## config.mk

```make
export PLATFORM = sky130hd
export DESIGN_NAME = mac_dma_interrupt_gate
export DESIGN_NICKNAME = d
export VERILOG_FILES = /design/src/irq_gate_pkg.sv /design/src/mac_dma_interrupt_gate.sv /design/src/pin_sync.sv /design/src/frame_checker.sv
export SDC_FILE = /design/constraint.sdc
export NUM_CORES = 1
export LEC_CHECK = 0
export ABC_CLOCK_PERIOD_IN_PS = 2400
export BUFFER_PORTS_ARGS = -buffer_cell sky130_fd_sc_hd__buf_2
export CORE_MARGIN = 2
export CORE_UTILIZATION = 45
export CTS_CLUSTER_DIAMETER = 40
export CTS_CLUSTER_SIZE = 30
export DETAILED_ROUTE_END_ITERATION = 7
export PLACE_DENSITY = 0.74
export SLEW_MARGIN = 25
export SYNTH_ARGS = -nofsm -noshare
export SYNTH_HDL_FRONTEND = slang
export SYNTH_SLANG_ARGS = --single-unit
```

## constraint.sdc

```tcl
create_clock -name CLK -period 2.4 [get_ports CLK]
set_input_delay 0.48 -clock CLK [delete_from_list [all_inputs] [get_ports CLK]]
set_output_delay 0.48 -clock CLK [all_outputs]
set_load 0.01 [all_outputs]
```

## src/irq_gate_pkg.sv

```systemverilog
package irq_gate_pkg;

	// register port geometry
	localparam int unsigned ADDR_W      = 8;
	localparam int unsigned DATA_W      = 32;
	localparam int unsigned LEN_W       = 11;

	// register offsets (byte addresses)
	localparam logic [7:0]  ENABLE_OFS  = 8'h00;
	localparam logic [7:0]  STATUS_OFS  = 8'h04;

	// status / enable bit positions
	localparam int unsigned CRC_ERR_BIT      = 0;
	localparam int unsigned PHY_ERR_BIT      = 1;
	localparam int unsigned SHORT_FRAME_BIT  = 2;
	localparam int unsigned LONG_FRAME_BIT   = 3;
	localparam int unsigned RESIDUAL_BIT     = 4;
	localparam int unsigned DISCARD_REQ_BIT  = 5;
	localparam int unsigned MULTICAST_BIT    = 7;
	localparam int unsigned RETRY_OVER_BIT   = 8;
	localparam int unsigned COLLISION_BIT    = 9;
	localparam int unsigned CARRIER_LOST_BIT = 10;
	localparam int unsigned CARRIER_MISS_BIT = 11;
	localparam int unsigned ILLEGAL_TX_BIT   = 12;
	localparam int unsigned RX_OVERFLOW_BIT  = 16;
	localparam int unsigned RX_DESC_EX_BIT   = 17;
	localparam int unsigned FRAME_RX_BIT     = 18;
	localparam int unsigned TX_UNDERFLOW_BIT = 19;
	localparam int unsigned TX_DESC_EX_BIT   = 20;
	localparam int unsigned TX_DONE_BIT      = 21;
	localparam int unsigned MAC_GROUP_BIT    = 22;
	localparam int unsigned FRAME_CNT_OV_BIT = 24;

	// implemented bits; everything else is reserved and reads zero
	localparam logic [31:0] IMPL_MASK   = 32'h017f_1fbf;
	// bits that latch as sticky flags (the mac group bit is a live level)
	localparam logic [31:0] STICKY_MASK = 32'h013f_1fbf;

	// reset values
	localparam logic [31:0] ENABLE_RST  = 32'h0000_0000;
	localparam logic [31:0] STATUS_RST  = 32'h0000_0000;

	// shortest legal received frame, in bytes
	localparam logic [10:0] MIN_FRAME_LEN = 11'h040;

	// register port request
	typedef struct packed {
		logic [7:0]  addr;
		logic [31:0] wdata;
		logic        wr;
		logic        rd;
	} reg_req_t;

	// end-of-frame report from the receive path
	typedef struct packed {
		logic        done;
		logic [10:0] len;
		logic        crc_bad;
	} rx_report_t;

endpackage

```

## src/mac_dma_interrupt_gate.sv

```systemverilog
// Our own choices: the address-and-strobe port and the register addresses.
`timescale 1ns/1ps
// Function
// - too-short frame sets status bit 2
// - mii receive error sets status bit 1
// - crc failure sets status bit 0
// - one enable bit per status bit
// - enable 1 permits, 0 blocks source
// - reset clears all enable bits
// - reserved enable bits read zero, unwritable
// - bit 24 gates frame counter overflow
// - bit 22 gates whole mac status group
// - bits 21..19 gate transmit dma events
// - bits 18..16 gate receive dma events
// - bits 12..8 gate transmit error events
// - frame under 64 bytes is too short
module mac_dma_interrupt_gate
	import irq_gate_pkg::*;
(
	// clock and reset
	input  wire logic        CLK,
	input  wire logic        NRST,
	// register port
	input  wire reg_req_t    BUS_REQ,
	output logic [31:0]      RDATA,
	// event sources on the system clock
	input  wire logic [31:0] SRC_EVENT,
	input  wire logic        MAC_STATUS_IRQ,
	input  wire rx_report_t  RX_REPORT,
	// receive error pin from the phy
	input  wire logic        MII_RX_ERR,
	// combined interrupt request
	output logic             IRQ
);

	////////////////////////////////////////////////////////////////////
	// declarations
	logic [31:0] status_interrupt_enable;
	logic [31:0] next_enable;
	logic [31:0] mac_dma_status_reg;
	logic [31:0] sticky;
	logic [31:0] next_sticky;
	logic [31:0] set_vec;
	logic [31:0] clr_vec;
	logic [31:0] pending;
	logic [31:0] next_rdata;
	logic        phy_err_sync;
	logic        phy_err_prev;
	logic        next_phy_err_prev;
	logic        phy_err_evt;
	logic        short_evt;
	logic        crc_evt;
	logic        enable_hit;
	logic        status_hit;

	////////////////////////////////////////////////////////////////////
	// receive-side event sources

	// bring the phy error pin into the clock domain
	pin_sync pin_sync_i (
		.CLK      (CLK),
		.NRST     (NRST),
		.async_in (MII_RX_ERR),
		.sync_out (phy_err_sync)
	);

	// length and crc checks on each finished frame
	frame_checker frame_checker_i (
		.CLK       (CLK),
		.NRST      (NRST),
		.report    (RX_REPORT),
		.short_evt (short_evt),
		.crc_evt   (crc_evt)
	);

	// previous synced level for edge detection
	always_comb begin
		next_phy_err_prev = phy_err_sync;
	end

	// edge detector register
	always_ff @(posedge CLK) begin
		if (!NRST) begin
			phy_err_prev <= 1'b0;
		end else begin
			phy_err_prev <= next_phy_err_prev;
		end
	end

	// one event per error notification
	assign phy_err_evt = phy_err_sync && !phy_err_prev;

	////////////////////////////////////////////////////////////////////
	// address decode
	assign enable_hit = (BUS_REQ.addr == ENABLE_OFS);
	assign status_hit = (BUS_REQ.addr == STATUS_OFS);

	////////////////////////////////////////////////////////////////////
	// interrupt enable register

	// writes store only implemented bits
	always_comb begin
		next_enable = status_interrupt_enable;
		if (BUS_REQ.wr && enable_hit) begin
			next_enable = BUS_REQ.wdata & IMPL_MASK;
		end
	end

	// enable register, cleared by reset
	always_ff @(posedge CLK) begin
		if (!NRST) begin
			status_interrupt_enable <= ENABLE_RST;
		end else begin
			status_interrupt_enable <= next_enable;
		end
	end

	////////////////////////////////////////////////////////////////////
	// status flags

	// set sources: locally made receive events, the rest from dma/mac
	always_comb begin
		set_vec                   = SRC_EVENT & STICKY_MASK;
		set_vec[CRC_ERR_BIT]      = crc_evt;
		set_vec[PHY_ERR_BIT]      = phy_err_evt;
		set_vec[SHORT_FRAME_BIT]  = short_evt;
	end

	// writing one clears a flag
	assign clr_vec = (BUS_REQ.wr && status_hit) ? BUS_REQ.wdata : 32'h0000_0000;

	// sticky flag per bit; a set in the clearing cycle wins
	genvar gi;
	generate
		for (gi = 0; gi < 32; gi++) begin : g_flag
			if (STICKY_MASK[gi]) begin : g_live
				assign next_sticky[gi] = set_vec[gi] || (sticky[gi] && !clr_vec[gi]);
			end else begin : g_none
				assign next_sticky[gi] = 1'b0;
			end
		end
	endgenerate

	// flag register
	always_ff @(posedge CLK) begin
		if (!NRST) begin
			sticky <= STATUS_RST;
		end else begin
			sticky <= next_sticky;
		end
	end

	// visible status: sticky flags plus the live mac group level
	always_comb begin
		mac_dma_status_reg                = sticky;
		mac_dma_status_reg[MAC_GROUP_BIT] = MAC_STATUS_IRQ;
	end

	////////////////////////////////////////////////////////////////////
	// interrupt request

	// each source is gated by the enable at its own position
	assign pending = mac_dma_status_reg & status_interrupt_enable;
	assign IRQ     = |pending;

	////////////////////////////////////////////////////////////////////
	// read data, valid the cycle after the read strobe

	// unmapped addresses read zero
	always_comb begin
		next_rdata = 32'h0000_0000;
		if (BUS_REQ.rd && enable_hit) begin
			next_rdata = status_interrupt_enable;
		end else if (BUS_REQ.rd && status_hit) begin
			next_rdata = mac_dma_status_reg;
		end
	end

	// read data register
	always_ff @(posedge CLK) begin
		if (!NRST) begin
			RDATA <= 32'h0000_0000;
		end else begin
			RDATA <= next_rdata;
		end
	end
endmodule // mac_dma_interrupt_gate

```

## src/pin_sync.sv

```systemverilog
`timescale 1ns/1ps
module pin_sync (
	// clock and reset
	input  wire logic CLK,
	input  wire logic NRST,
	// asynchronous level in, synchronised level out
	input  wire logic async_in,
	output logic      sync_out
);

	logic stage1;
	logic next_stage1;
	logic next_sync_out;

	// next values: stage1 feeds only the second flop
	always_comb begin
		next_stage1   = async_in;
		next_sync_out = stage1;
	end

	// two-flop synchroniser
	always_ff @(posedge CLK) begin
		if (!NRST) begin
			stage1   <= 1'b0;
			sync_out <= 1'b0;
		end else begin
			stage1   <= next_stage1;
			sync_out <= next_sync_out;
		end
	end

endmodule // pin_sync

```

## src/frame_checker.sv

```systemverilog
`timescale 1ns/1ps
module frame_checker
	import irq_gate_pkg::*;
(
	// clock and reset
	input  wire logic       CLK,
	input  wire logic       NRST,
	// end-of-frame report
	input  wire rx_report_t report,
	// one-cycle error events
	output logic            short_evt,
	output logic            crc_evt
);

	logic next_short_evt;
	logic next_crc_evt;

	// classify each finished frame
	always_comb begin
		next_short_evt = report.done && (report.len < MIN_FRAME_LEN);
		next_crc_evt   = report.done && report.crc_bad;
	end

	// register the events
	always_ff @(posedge CLK) begin
		if (!NRST) begin
			short_evt <= 1'b0;
			crc_evt   <= 1'b0;
		end else begin
			short_evt <= next_short_evt;
			crc_evt   <= next_crc_evt;
		end
	end

endmodule // frame_checker

```

# Word level (Yosys, flattened, before mapping)
# Index checks and enable logic that the tools add are counted.
dict set report classes {
  n_lt_le_gt_ge 1
  eq_ne 1
  n_mux 3
  n_bitwise 3
  n_reduce_logical 68
}
# operator count
set op_table {}
lappend op_table {{25-bit 2-to-1 mux} 3}
lappend op_table {{32-bit OR reduction} 1}
lappend op_table {{1-bit logical AND} 26}
lappend op_table {{25-bit bitwise AND} 1}
lappend op_table {{1-bit logical NOT} 20}
lappend op_table {{1-bit logical OR} 19}
lappend op_table {{11-bit by 7-bit < comparator with 1-bit output, second input constant} 1}
lappend op_table {{8-bit by 3-bit equality test with 1-bit output, second input constant} 1}
lappend op_table {{8-bit logical NOT} 1}
lappend op_table {{3-bit OR reduction} 1}
lappend op_table {{1-bit NOT} 2}
dict set report word_totals {
  reg_bits 76
  in_bits 91
  output_inout_bits 33
  word_cells 85
}

# Logic depth before layout (Yosys ltp)
dict set report depth {
  word_depth 6
  ltp_mapped 5
  depth_no_buf 4
}

# Cells and area by module
# Synthesis repeated with hierarchy kept, for this count alone.
dict set report unflattened {
  hier_cells 278
  hier_area_um2 2493.6
}
# module instances cells_each area_per_inst_um2 seq_area_each_um2
set by_module_without_submodules {}
lappend by_module_without_submodules {mac_dma_interrupt_gate 1 268 2373.5 1201.2}
lappend by_module_without_submodules {frame_checker 1 6 67.6 40.0}
lappend by_module_without_submodules {pin_sync 1 4 52.6 40.0}

# Worst setup path after synthesis
# No wires, ideal clock.
dict set report synth_path {
  kind {input-to-reg}
  from {input port BUS_REQ[39] in the netlist's numbering}
  to {register status_interrupt_enable[1]}
  setup_time_ns 0.123
  arrival_time_ns 1.726
  required_ns 2.277
  path_slack_ns 0.550
  path_stages 4
  path_buffers 1
  cell_sequence {or4_4 > nor4_4 > clkbuf_2 > o21ai_0}
}
dict set report synth_between {
  elab_chain_cells 2
}
# item line_no
set synth_lines {}
lappend synth_lines {{start, declared} mac_dma_interrupt_gate.sv:24} ;# input wire reg_req_t BUS_REQ,
lappend synth_lines {{8-bit logical NOT} mac_dma_interrupt_gate.sv:95} ;# assign enable_hit = (BUS_REQ.addr == ENABLE_OFS);
lappend synth_lines {{1-bit logical AND} mac_dma_interrupt_gate.sv:104} ;# if (BUS_REQ.wr && enable_hit) begin
lappend synth_lines {{end signal, assigned} mac_dma_interrupt_gate.sv:114} ;# status_interrupt_enable <= next_enable;
lappend synth_lines {{end, declared} mac_dma_interrupt_gate.sv:38} ;# logic [31:0] status_interrupt_enable;
# No other way between the ends.
# A chain may end at the register's enable or synchronous reset.

# Worst setup path in the final report
dict set report layout_path {
  from {register sticky[21]}
  to {output port IRQ}
}
dict set report layout_between {
  elab_chain_cells 2
}
# item line_no
set layout_lines {}
lappend layout_lines {{start, declared} mac_dma_interrupt_gate.sv:41} ;# logic [31:0] sticky;
lappend layout_lines {{start signal, assigned} mac_dma_interrupt_gate.sv:149} ;# sticky <= next_sticky;
lappend layout_lines {{25-bit bitwise AND} mac_dma_interrupt_gate.sv:163} ;# assign pending = mac_dma_status_reg & status_interrupt_enable;
lappend layout_lines {{32-bit OR reduction} mac_dma_interrupt_gate.sv:164} ;# assign IRQ = |pending;
lappend layout_lines {{end, declared} mac_dma_interrupt_gate.sv:33} ;# output logic IRQ
# No other way between the ends.

==> results by group <==
Status
  – Outcome: finished clean

Die
  – Overall die width: slightly below 80 um
  – Die height: a little under 80 um
  – Die area: 6260 um^2
  – Core ar.: 5470 um^2
  – Starting Density: 0.464
  – Top Ports: 124
  – Rows: 27

Routing
  – Final WL: 5960 um
  – Via count: 2,369
  – Via/cell ratio: around 5.2
  – Number of remaining DRC errors: 0
  – Per-cell routed wire length: 13.2 um
  – Starting DRT DRC Count: 201
  – First-pass DRT Iterations: 5
  – Final ANT Viol Nets: 0

Pwr
  – Peak VDD IR: 392 uV
  – Psw: 485 uW
  – Total power: 2030 uW
  – Reg power frac: 0.545
  – Clock power share: 0.387
  – Power Density: 652 nW/um^2
  – Gate power share: 0.068
  – Switching Share: 0.239
  – Leak: approximately 0.0013 uW
  – Internal power: 1540 uW

Timing
  – Slew headroom: 0.557
  – Worst-Margin Slew: around 660 ps
  – Fin. max-slew vios: 0
  – Final Skew: around 2.5 ps
  – Hold Fails Final Rpt: 0
  – RSZ-0062 raised after global routing: no
  – Setup TNS after final layout: 0 ps
  – Crit path time final: 2130 ps
  – Final setup viols: 0
  – Final period utilization: 0.886
  – Max frequency: 0.470 GHz

Worst setup path
  – Endpoint type of the worst setup path: primary output
  – CP arrival: around 1700 ps
  – CP Launch Type: flop
  – WP buf/inv: 1
  – Critical Path Fanout Max: 3
  – Worst Path Required: 1920 ps
  – Register-to-register setup slack: 1630 ps
  – Reg-to-Reg End: sticky[1]$_SDFF_PN0_
  – Reg-to-Reg Start: sticky[1]$_SDFF_PN0_
  – CP peak stage delay: 340 ps
  – Crit-path cells: a22o_1, a221oi_1, and3_1, nand4_1, buf_2
  – Critical path depth: 5
  – Crit Path Class: flop to primary output
  – CP endpoint: IRQ
  – Reg2Reg Depth: 3
  – Worst setup startpoint: sticky[21]$_SDFF_PN0_
  – CP delay by family, top: compound AO/OA/AOI/OAI gates
  – CP max-delay cell: dfxtp_1

Yosys
  – Post-Syn Instances: 302
  – Syn avg cell area: 8.41 um^2
  – Register area share after synthesis: 0.505
  – YS warnings: 0
  – Flops & latches, synth: 64
  – Synth unique cells: 31
  – Post-Syn Area: 2540 um^2

Layout
  – # nets final: 467
  – Antenna Cells: 0
  – Proportion of layout cells with a drive suffix above 1: 0.273
  – Register area: between 1000 and 1500 um^2
  – Synth-to-Final Area Change: 22.4%
  – # fillers: 521
  – Multi-input logic area: 1110 um^2

CTS
  – Clock transition at the registers of the reported paths: about 60 ps
  – Post-CTS sizing: 0
  – Clk root buf: clkbuf_8
  – Cts hold-fix bufs: 0
  – Clock tree buffer depth: 2
  – Total clock buffers created by CTS: 9
  – H-tree depth: 3
  – CTS tree: done
  – Skew-Pair Late Insertion Delay: 330 ps
  – Sink Count: 64
  – Number of post-CTS setup repair buffers: 0

GRT
  – Vias in the first global route: 2,146
  – Largest net degree at the start of global routing: 41
  – Gr ovfl total: 0
  – Antenna violations before repair: 0
  – Gr usage total: 0.202
  – First-pass GRT wire length: between 9000 and 10,000 um

Job
  – Max-Cap Viols: 0

Min path
  – Hold Path Depth: 2
  – Hold Crit Class: primary input to flop

Placed design
  – Placer congestion estimate: 0.827
  – HPWL after detailed placement: 3990 um
  – Port Buffers: 77
==> layout by cell type, fill, tap and decap left out, types with 2 or more instances in the layout <==
cell,count
a22oi_1,22
buf_4,6
o21ai_0,33
nand2_1,39
clkinv_2,2
nor2_1,39
a22o_1,4
conb_1,12
a21oi_1,18
buf_2,77
o21ai_1,5
nor3_2,2
nand3_1,21
clkbuf_1,3
clkbuf_8,10
a221oi_1,4
dfxtp_1,64
inv_1,3
and2_1,3
and3_1,2
==> power by group through the flow <==
stage	clock, uW	combinational (uW)	sequential (uW)
finish	785	137	1110
global route	856	157	1110
CTS	803	137	1100
detailed placement	0	137	1130
global placement	0	132	1130
floorplan	0	82.7	1120
==> routing by layer <==
layer	GRT usage	vias to the layer above	share of wire
met4	0.0845	0	0.017
met5	0	-	0
met2	0.313	91	0.46
met1	0.258	1089	0.44
li1	-	1177	-
met3	0.0659	12	0.076
==> sequential cells by signal, summed over array words and instances (netlist names) <==
register,flops
RDATA,20
frame_checker_i.crc_evt,1
frame_checker_i.short_evt,1
phy_err_prev,1
pin_sync_i.next_sync_out,1
pin_sync_i.sync_out,1
status_interrupt_enable,20
sticky,19
==> final cells by class <==
type                       count  share of cell area
sequential                    64               0.412
multi-input combinational    214               0.357
tap                           72              0.0290
clock inverter                 3             0.00564
inverter                       3             0.00362
clock buffer                  13              0.0479
timing repair buffer          84               0.145
==> Yosys cell counts <==
cell type	count	share of area
nand2_1	39	0.058
or4b_1	1	0.0039
a22oi_1	22	0.065
inv_1	3	0.0044
a221oi_1	4	0.014
nand4_1	1	0.0025
buf_6	2	0.0089
buf_2	5	0.0099
dfxtp_1	64	0.50
o21ai_1	5	0.0099
a22o_1	4	0.014
nor2_1	39	0.058
nor3_1	2	0.0039
nand3_1	21	0.041
or4_4	1	0.0044
nor3_4	1	0.0064
nor4_4	1	0.0084
clkbuf_2	2	0.0039
a31oi_1	1	0.0025
or2_2	1	0.0025
and3_1	2	0.0049
o21ai_0	33	0.065
clkbuf_1	9	0.013
a21oi_1	18	0.035
buf_4	12	0.035
conb_1	1	0.0015
nor4_1	1	0.0025
a31o_2	1	0.0035
buf_1	2	0.0030
and2_1	3	0.0074
nand2b_1	1	0.0025
==> kinds of logic after synthesis <==
family | Yosys count | synth area share
other cells | 1 | 0.00148
flops | 64 | 0.505
buf+inv | 35 | 0.0789
simple gates | 114 | 0.206
compound gates | 88 | 0.209
==> worst min-delay path by stage <==
stage | slack, ps | startpoint | end
2_1_floorplan | 410 | pin_sync_i.next_sync_out$_SDFF_PN0_ | pin_sync_i.sync_out$_SDFF_PN0_
3_3_place_gp | 420 | pin_sync_i.next_sync_out$_SDFF_PN0_ | pin_sync_i.sync_out$_SDFF_PN0_
3_5_place_dp | 430 | pin_sync_i.next_sync_out$_SDFF_PN0_ | pin_sync_i.sync_out$_SDFF_PN0_
4_1_cts | 290 | RX_REPORT[10] | frame_checker_i.short_evt$_SDFF_PN0_
5_1_grt | 290 | RX_REPORT[10] | frame_checker_i.short_evt$_SDFF_PN0_
6_report | 300 | RX_REPORT[10] | frame_checker_i.short_evt$_SDFF_PN0_
==> per-stage QoR <==
step / instances / utilization / hold WS [ps] / worst slack, ps / cell area, um^2
CTS: 453 / 0.568 / 286 / 251 / 3110
finish: 453 / 0.568 / 302 / 274 / 3110
floorplan: 313 / - / 412 / 550 / 2580
global placement: 437 / 0.537 / 415 / 443 / 2940
global route: 453 / 0.568 / 292 / 190 / 3110
detailed placement: 437 / 0.537 / 427 / 401 / 2940
No activity file was read; power rests on OpenSTA's default activity.
